===== src/design/prc_pkg.sv =====
package prc_pkg;

	// reply bus width and field layout
	localparam int REPLY_W   = 5;
	localparam int TYPE_W    = 4;
	localparam int MID_W     = 5;
	localparam int CLASS_BIT = 0;
	localparam int TYPE_LSB  = 1;

	// reply type codes
	typedef enum logic [3:0] {
		RTYPE_IDLE        = 4'h0,
		RTYPE_FATAL_ERROR = 4'h4,
		RTYPE_READ_ERROR  = 4'h5,
		RTYPE_SNOOP_MISS  = 4'h7,
		RTYPE_SINGLE_ACK  = 4'h8,
		RTYPE_SNOOP_ACK   = 4'hA,
		RTYPE_INTR_ACK    = 4'hC,
		RTYPE_DIRTY_ACK   = 4'hD
	} prc_type_e;

	// incoming request kinds from the system controller
	typedef enum logic [2:0] {
		REQ_NC_BLOCK_READ  = 3'h0,
		REQ_NC_SINGLE_READ = 3'h1,
		REQ_INTERRUPT      = 3'h2,
		REQ_INVALIDATE     = 3'h3,
		REQ_COPY_INVAL     = 3'h4,
		REQ_COPYBACK       = 3'h5,
		REQ_COPYBACK_SHR   = 3'h6,
		REQ_CACHEABLE_READ = 3'h7
	} prc_req_e;

	// one request as seen by the reply channel
	typedef struct packed {
		prc_req_e         kind;
		logic             class_bit;
		logic [MID_W-1:0] mid;
		logic             no_directory_flag;
	} prc_req_s;

	// snoop lookup result for the requested line
	typedef struct packed {
		logic hit;
		logic victim_pending;
	} prc_snoop_s;

	// packet framer states, gray coded along idle -> first -> second
	typedef enum logic [1:0] {
		ST_IDLE   = 2'b00,
		ST_FIRST  = 2'b01,
		ST_SECOND = 2'b11
	} prc_state_e;

	localparam logic [REPLY_W-1:0] REPLY_IDLE_WORD = 5'h00;

endpackage


===== src/design/prc_reply_channel.sv =====
`timescale 1ns/1ps

// Summary of operation
// - device drives its own dedicated 5-bit reply bus to the controller.
// - reply packet lasts one or two cycles; first holds type and class.
// - second cycle carries master id of the original requester.
// - idle is 0000 class 0 one cycle; fatal error is 0100 one cycle.
// - two-cycle codes 0101,0111,1000,1010,1100,1101 copy request class bit.
// - only fatal error is unsolicited; other replies answer a controller request.
// - fatal error may go out at any cycle, meaning coherency lost.
// - fatal error is sent on address bus or cache tag parity error.
// - idle type driven after reset and whenever no reply is active.
// - noncached block read gets read error, no data; cacheable read undefined.
// - single read ack means 16 bytes ready; next noncached request may follow.
// - interrupt ack means interrupt serviced; next interrupt may then be sent.
// - snoop ack for cached line not awaiting writeback; copyback gives 64 bytes.
// - dirty-victim ack for victimized line awaiting writeback; copyback gives 64 bytes.
// - snoop miss only with no-directory flag set and line absent.
// - interrupt ack waits until software clears busy after unacked interrupt.
// - dirty-victim ack repeats until pending read and writeback both complete.
module prc_reply_channel
	import prc_pkg::*;
(
	input  wire logic                       clk_i,             // interconnect clock
	input  wire logic                       rst_n_i,           // sync reset, active low
	input  wire prc_pkg::prc_req_s          req_i,             // request fields
	input  wire logic                       req_valid_i,       // one-cycle request strobe
	input  wire prc_pkg::prc_snoop_s        snoop_i,           // line state for snoops
	input  wire logic                       victim_busy_i,     // read or writeback pending
	input  wire logic                       single_ready_i,    // 16 bytes read data ready
	input  wire logic                       intr_busy_i,       // software busy bit level
	input  wire logic                       addr_parity_err_i, // async pin, parity fault
	input  wire logic                       tag_parity_err_i,  // async pin, tag fault
	output logic [prc_pkg::REPLY_W-1:0]     reply_o,           // reply bus to controller
	output logic                            req_ready_o,       // may take a new request
	output logic                            fatal_o            // fatal error latched
);
	import prc_pkg::*;

	// parity error pins come from outside, two-flop synchronised
	logic [1:0] par_meta_ff, nxt_par_meta;
	logic [1:0] par_sync_ff, nxt_par_sync;

	always_comb begin
		nxt_par_meta = rst_n_i ? {tag_parity_err_i, addr_parity_err_i} : 2'h0;
		nxt_par_sync = rst_n_i ? par_meta_ff : 2'h0;
	end

	always_ff @(posedge clk_i) begin
		par_meta_ff <= nxt_par_meta;
		par_sync_ff <= nxt_par_sync;
	end

	// pending request and reply state
	prc_state_e        state_ff, nxt_state;
	prc_type_e         type_ff, nxt_type;
	logic              class_ff, nxt_class;
	logic [MID_W-1:0]  mid_ff, nxt_mid;
	logic              wait_single_ff, nxt_wait_single;
	logic              wait_intr_ff, nxt_wait_intr;
	logic              fatal_ff, nxt_fatal;
	logic              fatal_sent_ff, nxt_fatal_sent;
	logic [REPLY_W-1:0] reply_ff, nxt_reply;
	logic              two_cycle;
	prc_type_e         snoop_type;
	logic              snoop_valid;

	// snoop answer selection: dirty victim beats hit, miss needs the flag
	always_comb begin
		snoop_valid = 1'b1;
		if (snoop_i.victim_pending || victim_busy_i) begin
			snoop_type = RTYPE_DIRTY_ACK;
		end else if (snoop_i.hit) begin
			snoop_type = RTYPE_SNOOP_ACK;
		end else if (req_i.no_directory_flag) begin
			snoop_type = RTYPE_SNOOP_MISS;
		end else begin
			// miss without the flag has no legal answer; stay silent
			snoop_type  = RTYPE_IDLE;
			snoop_valid = 1'b0;
		end
	end

	assign req_ready_o = (state_ff == ST_IDLE) && !wait_single_ff && !wait_intr_ff;
	assign two_cycle   = 1'b1;
	assign fatal_o     = fatal_ff;
	assign reply_o     = reply_ff;

	// framer next state
	always_comb begin
		nxt_state       = state_ff;
		nxt_type        = type_ff;
		nxt_class       = class_ff;
		nxt_mid         = mid_ff;
		nxt_wait_single = wait_single_ff;
		nxt_wait_intr   = wait_intr_ff;
		nxt_fatal       = fatal_ff | (|par_sync_ff);
		nxt_fatal_sent  = fatal_sent_ff;
		nxt_reply       = REPLY_IDLE_WORD;

		// take a request only when no reply is pending
		if (req_valid_i && req_ready_o) begin
			nxt_class = req_i.class_bit;
			nxt_mid   = req_i.mid;
			case (req_i.kind)
				REQ_NC_BLOCK_READ: begin
					nxt_type  = RTYPE_READ_ERROR;
					nxt_state = ST_FIRST;
				end
				REQ_NC_SINGLE_READ: begin
					nxt_wait_single = 1'b1;
				end
				REQ_INTERRUPT: begin
					nxt_wait_intr = 1'b1;
				end
				REQ_INVALIDATE, REQ_COPY_INVAL, REQ_COPYBACK, REQ_COPYBACK_SHR: begin
					if (snoop_valid) begin
						nxt_type  = snoop_type;
						nxt_state = ST_FIRST;
					end
				end
				default: begin
					// cacheable read is undefined; it is dropped
					nxt_state = ST_IDLE;
				end
			endcase
		end

		// deferred acks launch once their condition holds
		if (state_ff == ST_IDLE && wait_single_ff && single_ready_i) begin
			nxt_type        = RTYPE_SINGLE_ACK;
			nxt_state       = ST_FIRST;
			nxt_wait_single = 1'b0;
		end else if (state_ff == ST_IDLE && wait_intr_ff && !intr_busy_i) begin
			nxt_type      = RTYPE_INTR_ACK;
			nxt_state     = ST_FIRST;
			nxt_wait_intr = 1'b0;
		end

		case (state_ff)
			ST_FIRST: begin
				nxt_reply = {type_ff, class_ff};
				nxt_state = two_cycle ? ST_SECOND : ST_IDLE;
			end
			ST_SECOND: begin
				nxt_reply = mid_ff;
				nxt_state = ST_IDLE;
			end
			ST_IDLE: begin
				nxt_reply = REPLY_IDLE_WORD;
			end
			default: begin
				nxt_state = ST_IDLE;
			end
		endcase

		// fatal error pre-empts everything, one cycle, then idle forever
		// since only a system reset can recover coherency
		if (fatal_ff) begin
			nxt_state = ST_IDLE;
			nxt_reply = fatal_sent_ff ? REPLY_IDLE_WORD
			                          : {RTYPE_FATAL_ERROR, 1'b0};
			nxt_fatal_sent = 1'b1;
		end

		if (!rst_n_i) begin
			nxt_state       = ST_IDLE;
			nxt_type        = RTYPE_IDLE;
			nxt_class       = 1'b0;
			nxt_mid         = '0;
			nxt_wait_single = 1'b0;
			nxt_wait_intr   = 1'b0;
			nxt_fatal       = 1'b0;
			nxt_fatal_sent  = 1'b0;
			nxt_reply       = REPLY_IDLE_WORD;
		end
	end

	// only enum codes reach the bus, so no undefined type can leave
	always_ff @(posedge clk_i) begin
		state_ff       <= nxt_state;
		type_ff        <= nxt_type;
		class_ff       <= nxt_class;
		mid_ff         <= nxt_mid;
		wait_single_ff <= nxt_wait_single;
		wait_intr_ff   <= nxt_wait_intr;
		fatal_ff       <= nxt_fatal;
		fatal_sent_ff  <= nxt_fatal_sent;
		reply_ff       <= nxt_reply;
	end

endmodule


===== config.mk =====
export PLATFORM = sky130hd
export DESIGN_NAME = prc_reply_channel
export DESIGN_NICKNAME = d
export VERILOG_FILES = /design/src/design/prc_pkg.sv /design/src/design/prc_reply_channel.sv
export SDC_FILE = /design/constraint.sdc
export NUM_CORES = 1
export LEC_CHECK = 0
export ABC_CLOCK_PERIOD_IN_PS = 1500
export BUFFER_PORTS_ARGS = -buffer_cell sky130_fd_sc_hd__buf_2
export CORE_ASPECT_RATIO = 1.75
export CORE_MARGIN = 8
export CORE_UTILIZATION = 45
export CTS_CLUSTER_SIZE = 10
export DETAILED_ROUTE_END_ITERATION = 8
export PLACE_DENSITY = 0.71
export SLEW_MARGIN = 20
export SYNTH_ARGS = -nofsm -noshare
export SYNTH_HDL_FRONTEND = slang
export SYNTH_SLANG_ARGS = --single-unit

===== constraint.sdc =====
create_clock -name clk_i -period 1.5 [get_ports clk_i]
set_input_delay 0.15 -clock clk_i [delete_from_list [all_inputs] [get_ports clk_i]]
set_output_delay 0.15 -clock clk_i [all_outputs]
set_load 0.02 [all_outputs]

Word level (Yosys, flattened, before mapping)
Index checks and enable logic that the tools add are counted.
{ "totals": {"latch_bits": 0, "output_inout_bits": 7, "memories": 0, "regBits": 25, "ramBits": 0, "romBits": 0} }
{ "classes": {"n_shift": 0, "magnitude_cmp": 0, "n_mul": 0, "n_addsub": 0, "div_mod_pow": 0, "muxes": 24, "eq_ne": 14, "bitwise": 2, "reduce_logical": 29} }
{ "op_table": {"columns": ["operator", "n"], "rows": [
  ["$mux 4", 7],
  ["$reduce_and 3->1", 4],
  ["$pmux 5 s2", 1],
  ["$eq 3x3->1 const B", 3],
  ["$mux 2", 4],
  ["$pmux 4 s2", 1],
  ["$reduce_or 2->1", 4],
  ["$logic_and 1x1->1", 7],
  ["$mux 1", 7],
  ["$eq 3x2->1 const B", 2],
  ["$pmux 2 s3", 1],
  ["$reduce_bool 3->1", 2],
  ["$mux 5", 1],
  ["$ne 5x5->1 const B", 1],
  ["$ne 4x1->1 const B", 1],
  ["$ne 4x2->1 const B", 1],
  ["$ne 4x4->1 const B", 1],
  ["$pmux 2 s2", 1],
  ["$reduce_bool 2->1", 2],
  ["$reduce_bool 4->1", 1],
  ["$reduce_or 4->1", 1],
  ["$eq 3x1->1 const B", 1],
  ["$logic_not 1->1", 3],
  ["$logic_not 3->1", 1],
  ["11 further kinds", 11]
]} }

Longest topological paths before layout
{ "logic_depth": {"ltp_word": 9, "mapped_depth": 5} }

Least setup slack after synthesis
Ideal clock, no wire load.
{ "synth_path": {"kind": "register to register", "start": "register state_ff[1]", "end": "register type_ff[1]", "path_slack_ps": -326, "stages_incl_launch_ff": 6, "path_buffers": 1, "t_arrival_ps": 1756, "synth_period_minus_slack_ps": 1826, "required_time_ps": 1430, "cell_sequence": "dfxtp_1 buf_6 nor4_4 o211ai_4 or4_1 a21oi_1"} }
{ "synth_between": {"elab_chain_cells": 5, "elab_cells_between_ends": 10, "cone_classes": "reduce/logical (10)"} }
{ "synth_rtl": {"columns": ["item", "line", "rtl"], "rows": [
  ["from (decl)", "prc_reply_channel.sv:55", "prc_state_e state_ff, nxt_state;"],
  ["from (signal assigned)", "prc_reply_channel.sv:181", "state_ff <= nxt_state;"],
  ["$logic_not 2->1", "prc_reply_channel.sv:84", "assign req_ready_o = (state_ff == ST_IDLE) && !wait_single_ff && !wait_intr_ff;"],
  ["$logic_and 1x1->1 (2 in a row)", "prc_reply_channel.sv:84", null],
  ["via req_ready_o", "prc_reply_channel.sv:35", "output logic req_ready_o,"],
  ["$logic_and 1x1->1", "prc_reply_channel.sv:102", "if (req_valid_i && req_ready_o) begin"],
  ["$reduce_and 3->1 (no source line)", null, null],
  ["to (signal assigned)", "prc_reply_channel.sv:182", "type_ff <= nxt_type;"],
  ["to (decl)", "prc_reply_channel.sv:56", "prc_type_e type_ff, nxt_type;"]
]} }
The timed path passes the listed nets, and every way through them passes these cells.
A chain may end at the register's enable or synchronous reset.

Worst setup path after layout
{ "layout_path": {"start": "register state_ff[1]", "end": "register type_ff[1]"} }
{ "layout_between": {"elab_chain_cells": 5, "elab_cells_between_ends": 10, "cone_classes": "reduce/logical (10)"} }
{ "layout_rtl": {"columns": ["item", "line"], "rows": [
  ["$logic_not 2->1 *", "prc_reply_channel.sv:84, prc_reply_channel.sv:130, prc_reply_channel.sv:134"],
  ["$logic_and 1x1->1 (2 in a row)", "prc_reply_channel.sv:84"],
  ["$logic_and 1x1->1", "prc_reply_channel.sv:102"],
  ["$reduce_and 3->1 (no source line)", null]
]} }
Every way passes the cells marked *; elsewhere a longest branch is shown, timed or not.

==> results by group <==
Drt
  • DR WL/cell: 13.8 µm
  • Uppermost layer routed: met4
  • Via count: 877
  • DR pass1 iterations: 3
  • DR vias/cell: 5.19
  • Post-DRT Antenna Nets: 0
  • DR DRC count: 0
  • Iter 0 DRT Violations: 11
  • Wl on met1: 902 µm
  • Drt total wl: 2.33 mm
  • Routed met3 length: 129 µm
  • Routed met2 length: 1.27 mm

Synthesis
  • Post-Syn Instances: 111
  • Post-synth EDFFs: 0
  • Prevailing post-synth register cell: dfxtp_1
  • Yosys top cell area share: 48.2%
  • Post-synthesis cell type count: 33
  • Syn Area/Cell: 9.36 µm²
  • Post-Syn Nets: 131
  • FFs w/ async S/R, synth: 0%
  • Synth warn: 0
  • Largest cells by area after synthesis: dfxtp_1 (48%), a21boi_0 (5.1%), mux2i_1 (4.8%)
  • Synth cell count leaders: dfxtp_1 (25), nor2_1 (11), nand2_1 (10)
  • Post-synthesis register bit count: 25
  • Most frequent cell after synthesis: dfxtp_1
  • Seq/Total Area, Yosys: 48.2%
  • Largest area contributor in the netlist: dfxtp_1
  • Post-synthesis cell area: 1040 µm²

Power and ir drop
  • Pint: 1.02 mW
  • Pleak: 0.540 nW
  • Max VDD drop: 0.000657 V
  • Net Switching: 359 µW
  • Comb pwr share: 19.2%
  • Clock power frac: 27.6%
  • Flop pwr share: 53.2%
  • Switching share of total power: 26.1%
  • Pwr per Cell Area: 1060 nW/µm²

Timing
  • Final worst path period share: 100%
  • RSZ-0062 raised after global routing: yes
  • Fmax: 666 MHz
  • Final min period: 1.50 ns
  • PnR worst setup slack: -0.00226 ns
  • Worst rel slew slack: 71.7%
  • Final Slew Violations: 0
  • Slew of the pin with the lowest slew margin: 0.420 ns
  • Final setup fails: 1
  • Endpoints failing hold: 0
  • Clock skew: 0.00119 ns

Run
  • MaxCap Viol Count: 0

Floorplanning
  • CORE AREA: 2240 µm²
  • Die W: 52.3 µm
  • # IOs: 27
  • Site Rows: 23
  • Total die area: 4160 µm²
  • Die Y: 79.6 µm
  • Initial Utilization: 46.3%

Clocking
  • Clock latency on the worst-skew pair: 0.26 ns
  • Num Clock Sinks: 25
  • Clock buffer depth: 2
  • Total CTS buffers: 3
  • Clock transition at path regs: 0.08 ns
  • CTS tree: built
  • Clock root buffer master: clkbuf_8
  • # H-tree levels: 1

GRT
  • Initial antenna violation count: 0
  • GRT Total Usage: 11.8%
  • Vias in the first global route: 896
  • Gr ovfl total: 0
  • First-pass GRT wire length: 3.80 mm
  • Largest net degree at the start of global routing: 19

Min path
  • Hold Path Origin: tag_parity_err_i
  • Hold EP: par_meta_ff[1]
  • Hold path cells: 2
  • Worst min-delay path class: in2reg

Critical path
  • Classification of the worst setup path: reg2reg
  • Reg2Reg Capture Point: type_ff[1]
  • CP Data Required Time: 1.70 ns
  • CP delay by family, top: simple AND/OR/NAND/NOR gates
  • Critical Path End Type: flop
  • Crit path max fanout: 5
  • R2R Setup Slk: -0.002 ns
  • Cell count along the critical path: 5
  • Worst path bufs/invs: 1
  • Arrival @ worst endpoint: 1.70 ns
  • CP max stage delay: 0.44 ns
  • Reg2Reg Launch Point: state_ff[1]
  • Critical path's slowest cell: or4_1
  • Reg2reg path depth: 5
  • Worst Setup Start Kind: flop
  • Crit-path cells: nor4_4 -> buf_4 -> o211ai_4 -> or4_1 -> a21oi_2

Cells and area
  • Fin cells: 169
  • Area growth, synth to finish: 24.8%
  • Nets: 165
  • Layout cells sized above 1: 33.3%
  • Final core utilization: 57.7%
  • Fill cells: 216
  • # diodes: 0

Placement
  • Placed Cells: 163
  • Routability-driven placement congestion ratio: 0.739
  • I/O Buffers: 26
  • Detailed placement HPWL: 1.82 mm

Run status
  • Failing checks: negative setup slack
  • Status: complete, but fails checks
sequential cells by signal (all words and copies together), names as in the netlist:
signal,flops
wait_intr_ff,1
state_ff,2
type_ff,4
reply_o,5
fatal_o,1
par_sync_ff,2
class_ff,1
fatal_sent_ff,1
wait_single_ff,1
mid_ff,5
par_meta_ff,2
what timing repair did:
item	CTS	global route
pin swaps	0	3
gates cloned	0	1
hold buffers	0	0
buffers inserted	0	1
resized for setup	3	3
endpoints found under the setup margin	1	4
worst register-to-register path, delay by kind of cell (launching register included):
kind | cells | cell delay, ns
AO/OA/AOI/OAI | 2 | 0.22
buffers and inverters | 1 | 0.18
flip-flops | 1 | 0.34
AND/OR/NAND/NOR | 2 | 0.70
worst max path at each step:
stage / slack [ns] / endpoint / from
after global placement: 0.08 / type_ff[2] / victim_busy_i
after global routing: -0.09 / type_ff[1] / state_ff[1]
after CTS: 0.007 / type_ff[1] / wait_single_ff
final: -0.002 / type_ff[1] / state_ff[1]
after detailed placement: 0.04 / type_ff[0] / wait_single_ff
after floorplan: -0.24 / type_ff[1] / wait_single_ff
cell usage in the layout (no fill, tap or decap), types with 2 or more instances in the layout:
cell,instances
nand3_1,6
inv_1,5
nor2_1,11
or4_1,2
mux2i_1,5
and2_1,6
a31oi_1,3
buf_4,6
o31a_1,2
a21boi_0,7
buf_2,26
nand2_1,10
clkbuf_8,3
dfxtp_2,2
dfxtp_1,23
nor3_1,2
o21ai_0,4
through the flow:
stage	setup TNS (ns)	cell area (µm²)	setup slack (ns)	hold WS (ns)	power, mW
after floorplan	-0.811	1040	-0.239	0.277	0.893
after detailed placement	0	1220	0.0408	0.359	0.982
after global placement	0	1220	0.0781	0.356	0.974
after global routing	-0.119	1300	-0.0868	0.0780	1.46
final	-0.00226	1300	-0.00226	0.0868	1.38
after CTS	0	1270	0.00741	0.0789	1.37
logic make-up after synthesis:
logic type             Yosys count  share of synthesized area, %
buffers and inverters            9                          3.98
muxes                            5                          4.82
and+or+nand+nor                 47                          24.9
AOI/OAI and AO/OA               25                          18.1
DFF                             25                          48.2
final cells by class:
class / count / area (µm²) / share of cell area (%)
Timing Repair Buffer: 33 / 186 / 14.4
Inverter: 5 / 18.8 / 1.45
Tap cell: 25 / 31.3 / 2.41
Sequential cell: 25 / 503 / 38.8
Multi-Input combinational cell: 77 / 510 / 39.4
Clock inverter: 1 / 5.00 / 0.386
Clock buffer: 3 / 41.3 / 3.19
power groups by stage:
| stage | clock (mW) | combinational [mW] | sequential, mW |
|---|---|---|---|
| 2_1_floorplan | 0 | 0.146 | 0.747 |
| 3_3_place_gp | 0 | 0.228 | 0.746 |
| 3_5_place_dp | 0 | 0.234 | 0.748 |
| 4_1_cts | 0.397 | 0.245 | 0.732 |
| 5_1_grt | 0.428 | 0.291 | 0.737 |
| 6_report | 0.379 | 0.264 | 0.732 |
metal layers:
| metal | global-route usage (%) | up-vias |
|---|---|---|
| met5 | 0 | - |
| met4 | 6.25 | 0 |
| met3 | 4.10 | 2 |
| met2 | 20.9 | 17 |
| met1 | 11.1 | 403 |
| li1 | - | 455 |
No activity file was read; power rests on OpenSTA's default activity.
